$ cat src/logic/frame_codec_pkg.sv
// package for the command frame codec: sizes, status codes, carriers
// assumes one clock domain and byte-wide streams on both link sides
// Function
// - a command body is command code, type, motor/bank selector and a four-byte value, seven bytes.
// - on serial or USB a command is nine bytes: address, seven-byte body, checksum.
// - serial command order is address, command, type, selector, value MSB first, checksum.
// - the command checksum is the 8-bit sum of all preceding bytes including the address.
// - a serial reply is reply address, module address, status, command, value MSB first, checksum.
// - the reply checksum is the 8-bit sum of all other reply bytes, sent last.
// - over CAN a command carries neither address nor checksum byte.
// - over CAN a reply carries neither address nor checksum byte.
// - each fully processed command is answered by exactly one reply.
// - the device never transmits unless answering a received command.
// - status 100 reports a command executed without error.
// - status codes are 100, 101, 1, 2, 3, 4, 5 and 6 with their fixed meanings.
package frame_codec_pkg;
    localparam int BODY_LEN   = 7;
    localparam int SER_LEN    = 9;
    localparam int CNT_W      = 4;
    localparam logic [7:0] ST_OK        = 8'h64;
    localparam logic [7:0] ST_STORED    = 8'h65;
    localparam logic [7:0] ST_BAD_CSUM  = 8'h01;
    localparam logic [7:0] ST_BAD_CMD   = 8'h02;
    localparam logic [7:0] ST_BAD_TYPE  = 8'h03;
    localparam logic [7:0] ST_BAD_VALUE = 8'h04;
    localparam logic [7:0] ST_LOCKED    = 8'h05;
    localparam logic [7:0] ST_NO_CMD    = 8'h06;
    localparam logic [7:0] MOD_ADDR_RST   = 8'h01;
    localparam logic [7:0] REPLY_ADDR_RST = 8'h02;
    localparam int BUF_DEPTH  = 2;

    typedef struct packed {
        logic [7:0]  opcode;
        logic [7:0]  kind;
        logic [7:0]  select;
        logic [31:0] value;
    } cmd_t;

    typedef struct packed {
        logic [7:0]  status;
        logic [31:0] value;
    } rsp_t;

    typedef struct packed {
        logic [7:0] data;
        logic       last;
    } byte_t;
endpackage

$ cat src/logic/csum_acc.sv
// running 8-bit additive checksum
// assumes clear and add never needed in the same cycle except restart
`timescale 1ns/1ps
module csum_acc (
    input  wire logic       clk,
    input  wire logic       sys_rst,
    input  wire logic       clear,
    input  wire logic       add,
    input  wire logic [7:0] data,
    output logic [7:0]      sum
);
    import frame_codec_pkg::*;
    logic [7:0] sum_r;

    always_ff @(posedge clk) begin
        if (sys_rst || clear) begin
            sum_r <= 8'h00;
        end else if (add) begin
            sum_r <= sum_r + data;
        end
    end

    assign sum = sum_r;
endmodule // csum_acc

$ cat src/logic/byte_buf2.sv
// two-entry byte buffer with valid/ready on both sides
// assumes the drain side may stall for any length
`timescale 1ns/1ps
module byte_buf2 (
    input  wire logic                  clk,
    input  wire logic                  sys_rst,
    input  wire logic                  inValid,
    output logic                       inReady,
    input  wire frame_codec_pkg::byte_t inData,
    output logic                       outValid,
    input  wire logic                  outReady,
    output frame_codec_pkg::byte_t     outData
);
    import frame_codec_pkg::*;
    byte_t      mem_r [BUF_DEPTH];
    logic       wrPtr_r;
    logic       rdPtr_r;
    logic [1:0] count_r;
    logic       push;
    logic       pop;

    assign inReady  = (count_r != 2'd2);
    assign outValid = (count_r != 2'd0);
    assign push     = inValid && inReady;
    assign pop      = outValid && outReady;
    assign outData  = mem_r[rdPtr_r];

    always_ff @(posedge clk) begin
        if (push) begin
            mem_r[wrPtr_r] <= inData;
        end
    end

    always_ff @(posedge clk) begin
        if (sys_rst) begin
            wrPtr_r <= 1'b0;
            rdPtr_r <= 1'b0;
            count_r <= 2'd0;
        end else begin
            if (push) begin
                wrPtr_r <= ~wrPtr_r;
            end
            if (pop) begin
                rdPtr_r <= ~rdPtr_r;
            end
            count_r <= count_r + {1'b0, push} - {1'b0, pop};
        end
    end
endmodule // byte_buf2

$ cat src/logic/motion_command_frame_codec.sv
// command frame codec: receives, checks and decodes frames, builds one reply each except for serial frames to another address
// assumes byte streams from a UART/USB/CAN front end; canMode is steady between frames
`timescale 1ns/1ps
module motion_command_frame_codec (
    input  wire logic                   clk,
    input  wire logic                   sys_rst,
    input  wire logic                   canMode,
    input  wire logic [7:0]             moduleAddr,
    input  wire logic [7:0]             replyAddr,
    input  wire logic                   rxValid,
    input  wire logic [7:0]             rxData,
    output logic                        rxReady,
    input  wire logic                   rxAbort,
    output logic                        cmdValid,
    output frame_codec_pkg::cmd_t       cmdOut,
    input  wire logic                   rspValid,
    input  wire frame_codec_pkg::rsp_t  rspIn,
    output logic                        rspReady,
    output logic                        txValid,
    output logic [7:0]                  txData,
    output logic                        txLast,
    input  wire logic                   txReady,
    output logic                        csumError,
    output logic                        busy
);
    import frame_codec_pkg::*;

    typedef enum {
        S_RX,
        S_EXEC,
        S_TX
    } state_t;

    state_t           state_r;
    logic [CNT_W-1:0] rxCnt_r;
    logic [CNT_W-1:0] txCnt_r;
    logic [7:0]       frame_r [SER_LEN];
    logic             addrMatch_r;
    logic             badCsum_r;
    cmd_t             cmd_r;
    rsp_t             rsp_r;
    logic             csumErr_r;
    logic [7:0]       rxSum;
    logic [7:0]       txSum;
    logic             rxTake;
    logic             rxLastByte;
    logic [CNT_W-1:0] rxLen;
    logic [CNT_W-1:0] txLen;
    logic [7:0]       txByte;
    logic             bufInValid;
    logic             bufInReady;
    byte_t            bufIn;
    byte_t            bufOut;
    logic             bufPush;

    function automatic logic [7:0] valByte(input logic [31:0] v, input logic [1:0] idx);
        valByte = v[31 - 8*idx -: 8];
    endfunction

    assign rxLen      = canMode ? CNT_W'(BODY_LEN) : CNT_W'(SER_LEN);
    assign txLen      = canMode ? CNT_W'(BODY_LEN - 1) : CNT_W'(SER_LEN);
    assign rxReady    = (state_r == S_RX);
    assign rxTake     = rxValid && rxReady;
    assign rxLastByte = rxTake && (rxCnt_r == rxLen - CNT_W'(1));

    csum_acc u_rx_sum (
        .clk     (clk),
        .sys_rst (sys_rst),
        .clear   (rxLastByte || rxAbort),
        .add     (rxTake && !rxLastByte),
        .data    (rxData),
        .sum     (rxSum)
    );

    // receive path
    always_ff @(posedge clk) begin
        if (sys_rst || rxAbort) begin
            rxCnt_r <= '0;
        end else if (rxTake) begin
            rxCnt_r <= rxLastByte ? '0 : rxCnt_r + CNT_W'(1);
        end
    end

    always_ff @(posedge clk) begin
        if (rxTake) begin
            frame_r[rxCnt_r] <= rxData;
        end
    end

    always_ff @(posedge clk) begin
        if (sys_rst) begin
            addrMatch_r <= 1'b0;
            badCsum_r   <= 1'b0;
        end else if (rxLastByte) begin
            addrMatch_r <= canMode || (frame_r[0] == moduleAddr);
            badCsum_r   <= !canMode && (rxData != rxSum);
        end
    end

    always_ff @(posedge clk) begin
        if (sys_rst) begin
            csumErr_r <= 1'b0;
        end else begin
            csumErr_r <= rxLastByte && !canMode && (rxData != rxSum)
                         && (frame_r[0] == moduleAddr);
        end
    end

    // frame sequencing
    always_ff @(posedge clk) begin
        if (sys_rst) begin
            state_r <= S_RX;
        end else begin
            case (state_r)
                S_RX: begin
                    if (rxLastByte && !rxAbort) begin
                        state_r <= S_EXEC;
                    end
                end
                S_EXEC: begin
                    if (!addrMatch_r) begin
                        state_r <= S_RX;
                    end else if (badCsum_r || rspValid) begin
                        state_r <= S_TX;
                    end
                end
                S_TX: begin
                    if (bufPush && txCnt_r == txLen - CNT_W'(1)) begin
                        state_r <= S_RX;
                    end
                end
                default: state_r <= S_RX;
            endcase
        end
    end

    // decoded command towards the execution logic
    always_ff @(posedge clk) begin
        if (sys_rst) begin
            cmd_r <= '0;
        end else begin
            if (rxLastByte && !rxAbort) begin
                if (canMode) begin
                    cmd_r <= {frame_r[0], frame_r[1], frame_r[2], frame_r[3],
                              frame_r[4], frame_r[5], rxData};
                end else begin
                    cmd_r <= {frame_r[1], frame_r[2], frame_r[3], frame_r[4],
                              frame_r[5], frame_r[6], frame_r[7]};
                end
            end
        end
    end

    assign cmdValid = (state_r == S_EXEC) && addrMatch_r && !badCsum_r;
    assign cmdOut   = cmd_r;
    assign rspReady = cmdValid;

    // reply capture
    always_ff @(posedge clk) begin
        if (sys_rst) begin
            rsp_r <= '0;
        end else if (state_r == S_EXEC && addrMatch_r) begin
            if (badCsum_r) begin
                rsp_r <= '{status: ST_BAD_CSUM, value: 32'h0000_0000};
            end else if (rspValid) begin
                rsp_r <= rspIn;
            end
        end
    end

    // reply serialiser
    always_ff @(posedge clk) begin
        if (sys_rst) begin
            txCnt_r <= '0;
        end else if (state_r != S_TX) begin
            txCnt_r <= '0;
        end else if (bufPush) begin
            txCnt_r <= txCnt_r + CNT_W'(1);
        end
    end

    always_comb begin
        txByte = 8'h00;
        if (canMode) begin
            case (txCnt_r)
                4'd0:    txByte = rsp_r.status;
                4'd1:    txByte = cmd_r.opcode;
                4'd2:    txByte = valByte(rsp_r.value, 2'd0);
                4'd3:    txByte = valByte(rsp_r.value, 2'd1);
                4'd4:    txByte = valByte(rsp_r.value, 2'd2);
                4'd5:    txByte = valByte(rsp_r.value, 2'd3);
                default: txByte = 8'h00;
            endcase
        end else begin
            case (txCnt_r)
                4'd0:    txByte = replyAddr;
                4'd1:    txByte = moduleAddr;
                4'd2:    txByte = rsp_r.status;
                4'd3:    txByte = cmd_r.opcode;
                4'd4:    txByte = valByte(rsp_r.value, 2'd0);
                4'd5:    txByte = valByte(rsp_r.value, 2'd1);
                4'd6:    txByte = valByte(rsp_r.value, 2'd2);
                4'd7:    txByte = valByte(rsp_r.value, 2'd3);
                4'd8:    txByte = txSum;
                default: txByte = 8'h00;
            endcase
        end
    end

    csum_acc u_tx_sum (
        .clk     (clk),
        .sys_rst (sys_rst),
        .clear   (state_r != S_TX),
        .add     (bufPush),
        .data    (txByte),
        .sum     (txSum)
    );

    assign bufInValid = (state_r == S_TX);
    assign bufPush    = bufInValid && bufInReady;
    assign bufIn      = '{data: txByte, last: (txCnt_r == txLen - CNT_W'(1))};

    byte_buf2 u_tx_buf (
        .clk      (clk),
        .sys_rst  (sys_rst),
        .inValid  (bufInValid),
        .inReady  (bufInReady),
        .inData   (bufIn),
        .outValid (txValid),
        .outReady (txReady),
        .outData  (bufOut)
    );

    assign txData    = bufOut.data;
    assign txLast    = bufOut.last;
    assign csumError = csumErr_r;
    assign busy      = (state_r != S_RX);
endmodule // motion_command_frame_codec

$ cat config.mk
export PLATFORM = sky130hd
export DESIGN_NAME = motion_command_frame_codec
export DESIGN_NICKNAME = d
export VERILOG_FILES = /design/src/logic/frame_codec_pkg.sv /design/src/logic/csum_acc.sv /design/src/logic/byte_buf2.sv /design/src/logic/motion_command_frame_codec.sv
export SDC_FILE = /design/constraint.sdc
export NUM_CORES = 1
export LEC_CHECK = 0
export ABC_AREA = 1
export BUFFER_PORTS_ARGS = -buffer_cell sky130_fd_sc_hd__buf_2
export CAP_MARGIN = 20
export CORE_AREA = 10 10 123 180
export CTS_CLUSTER_DIAMETER = 100
export DETAILED_ROUTE_END_ITERATION = 6
export DIE_AREA = 0 0 133 190
export PLACE_DENSITY = 0.75
export SKIP_CTS_REPAIR_TIMING = 1
export SLEW_MARGIN = 20
export SYNTH_ARGS = -nofsm -noshare
export SYNTH_HDL_FRONTEND = slang
export SYNTH_SLANG_ARGS = --single-unit
export TNS_END_PERCENT = 10
$ cat constraint.sdc
create_clock -name clk -period 3.3 [get_ports clk]
set_clock_uncertainty 0.15 [all_clocks]
set_input_delay 0.165 -clock clk [delete_from_list [all_inputs] [get_ports clk]]
set_output_delay 0.165 -clock clk [all_outputs]
set_load 0.005 [all_outputs]
==> key figures <==
Outcome
  – Outcome: finished clean

STA
  – Slew Viols, Final: 0
  – Final Hold Fails: 0
  – Fin crit share: 0.928
  – Worst-margin pin slew: 0.762 ns
  – RSZ-0062 raised after global routing: false
  – Max-Slew Margin vs Limit: 0.490
  – Setup violations, final: 0
  – PnR worst setup slack: 0.238 ns
  – F_max: 0.327 GHz
  – Final hold slack: 0.0132 ns
  – Fin crit period: 3.06 ns

Logic synthesis
  – Synth Flop Type: dfxtp_1
  – Synth async-reset ratio: 0
  – Synth top area share: 0.270
  – Avg Inst Size Synth: 8.45 um^2
  – Syn Inst Count: 1139
  – Seq/Total Area, Yosys: 0.526
  – Syn Nets: 1236
  – Largest cells by area after synthesis: dfxtp_1 (27%), edfxtp_1 (26%), nand2_1 (10%)
  – YS warnings: 0
  – Post-synthesis cell type count: 40
  – Yosys reg bits: 212
  – Cell Area, Synth: 9630 um^2
  – Number of synthesized flops with an enable pin: 82
  – Synth area leader: dfxtp_1

Finish
  – Most frequent cells in the layout: nand2_1 (253), a21oi_1 (169), buf_2 (140)
  – Layout cells sized above 1: 0.195
  – Area Growth Syn to Fin: 25.4%
  – Final Cell Area: 12100 um^2
  – # nets final: 1445
  – Most common cell after layout, fill and taps aside: nand2_1

Routing
  – 1st-pass router iterations: 5
  – # DRC: 0
  – Routed WL: 31.2 mm
  – Antenna Nets Post-Route: 0
  – Vias per cell: 5.44
  – Total number of vias: 8809
  – Initial drt markers: 679
  – Mean routed wirelength per cell: 19.3 um

Floorplanning
  – Core area: 19000 um^2
  – Total die area: 25300 um^2
  – Die W: 133 um
  – Row count: 62
  – Initial Util: 0.507
  – Die height: 190 um
  – I/O pin count: 142

CTS
  – CTS tree: done
  – H-tree Lvls: 1
  – Clk sinks: 212
  – CTS max path bufs: 3
  – Worst-Skew Late Latency: 0.49 ns
  – Num CTS Buffers: 21
  – CTS root buf: clkbuf_16
  – Clock slew at reported path FFs: 0.06 ns

Critical path
  – WP data arrival: 3.30 ns
  – Worst Path Max Fanout: 7
  – CP Launch Type: flip-flop
  – Crit end category: flip-flop
  – CP Data Required Time: 3.54 ns
  – Setup Crit Path Kind: reg -> reg

Power
  – Total power: 5.45 mW
  – Clock power share: 0.422
  – Comb pwr share: 0.072
  – Static leakage: 4.83 nW
  – Max VDD drop: 0.500 mV
  – Seq pwr share: 0.506
  – Sw Ratio: 0.222
  – Power Density: 451 nW/um^2
  – Int Pwr: 4.24 mW
  – NetSw: 1.21 mW

Global route
  – M1 GR Usage: 0.229
  – First-pass GRT wire length: 46.7 mm
  – Met3 GRT Util: 0.0348
  – Initial antenna violation count: 1
  – Pin count of the biggest net entering global routing: 73
  – Met2 GRT Util: 0.451
  – Grt ovf: 0
  – Layer with the highest usage: met2
  – Global Route Usage Sum: 0.232
  – Vias in the first global route: 8770

Placement
  – RePlAce Congestion: 0.952
  – Dpl cell area: 10800 um^2
  – HPWL Detailed: 22.7 mm
  – DP Worst Slack: -0.113 ns
  – Buffers on Ports: 141

Hold path
  – Worst Hold Class: in -> reg

Flow run
  – Max Cap Viol: 0
-- layout make-up --
class | instances | area, um^2
Fill cell | 1616 | 6930
Sequential cell | 212 | 5070
Multi-Input combinational cell | 751 | 3920
Timing Repair Buffer | 248 | 1680
Clock buffer | 31 | 594
Inverter | 114 | 428
Tap cell | 256 | 320
Clock inverter | 6 | 62.6
Antenna cell | 1 | 2.50
-- power groups by stage --
| stage | clock (mW) | sequential, mW | combinational, mW |
|---|---|---|---|
| global route | 2.45 | 2.76 | 0.433 |
| detailed placement | 0 | 2.81 | 0.335 |
| floorplan | 0 | 2.81 | 0.194 |
| global placement | 0 | 2.81 | 0.328 |
| finish | 2.30 | 2.76 | 0.390 |
| CTS | 2.34 | 2.76 | 0.337 |
-- stage by stage --
step | utilization | setup TNS (ns) | std cells
2_1_floorplan | - | 0 | 1139
3_3_place_gp | 0.569 | -0.0320 | 1528
3_5_place_dp | 0.569 | -0.145 | 1528
4_1_cts | 0.603 | -0.156 | 1565
5_1_grt | 0.635 | 0 | 1619
6_report | 0.635 | 0 | 1619
-- layer usage --
| layer | wire, um | part of all wire | up-vias |
|---|---|---|---|
| met2 | 17300 | 0.55 | 297 |
| met4 | 1710 | 0.055 | 0 |
| li1 | - | - | 4250 |
| met1 | 10800 | 0.35 | 4161 |
| met3 | 1390 | 0.044 | 101 |
| met5 | 0 | 0 | - |
-- cells in the mapped netlist, types with 4 or more instances --
cell type	count
o21ai_0	46
xor2_1	10
nand4_1	11
buf_2	16
ha_1	24
a21oi_1	169
inv_1	108
xnor2_1	9
inv_2	4
nand3_1	46
nor3_1	18
dfxtp_1	130
buf_6	5
mux2_2	9
nor2_1	69
or2_2	5
o22ai_1	39
a31oi_1	10
nor4_1	9
edfxtp_1	82
nand2_1	257
clkbuf_1	38
-- critical path: stages (launching register included) --
cell and delay (ns):
dfxtp_2 0.37, inv_1 0.11, ha_4 0.20, nand2_1 0.11, buf_4 0.17, o22ai_1 0.08, nor4_2 0.35, a31oi_2 0.12
ha_2 0.23, fa_2 0.35, nand3_1 0.08, nand3_1 0.10, a21oi_1 0.14, o21bai_1 0.08, xor2_1 0.14, o21ai_1 0.12
inv_1 0.05
-- cell families after synthesis --
logic type | synth area share
AO/OA/AOI/OAI | 0.154
adder cells (fa/ha/maj) | 0.0353
buffers and inverters | 0.0754
XOR/XNOR | 0.0173
AND/OR/NAND/NOR | 0.182
flip-flops | 0.526
multiplexers | 0.0105
-- state kept, by name, summed over array words and instances (netlist names), named ones only --
| signal | count |
|---|---|
| u_tx_buf.mem_r | 18 |
| u_rx_sum.sum | 8 |
| csumError | 1 |
| u_tx_buf.rdPtr_r | 1 |
| u_tx_sum.sum | 8 |
| cmdOut | 56 |
| u_tx_buf.count_r | 2 |
| state_r | 2 |
| u_tx_buf.wrPtr_r | 1 |
| addrMatch_r | 1 |
| txCnt_r | 4 |
| rsp_r | 40 |
| frame_r | 64 |
| rxCnt_r | 4 |
| badCsum_r | 1 |
-- final timing paths --
| check | startpoint | end | slack, ns | depth (start not counted) |
|---|---|---|---|---|
| setup reg to reg | txCnt_r[1]$_SDFFE_PP0P_ | u_tx_sum.sum[6]$_SDFFE_PP0P_ | 0.24 | 16 |
| hold reg to reg | cmdOut[40]$_SDFFE_PP0P_ | cmdOut[40]$_SDFFE_PP0P_ | 0.31 | 2 |
| setup / recovery | txCnt_r[1]$_SDFFE_PP0P_ | u_tx_sum.sum[6]$_SDFFE_PP0P_ | 0.24 | 16 |
| hold / removal | moduleAddr[0] | csumError$_SDFF_PP0_ | 0.01 | 6 |
No activity file was read; power rests on OpenSTA's default activity.
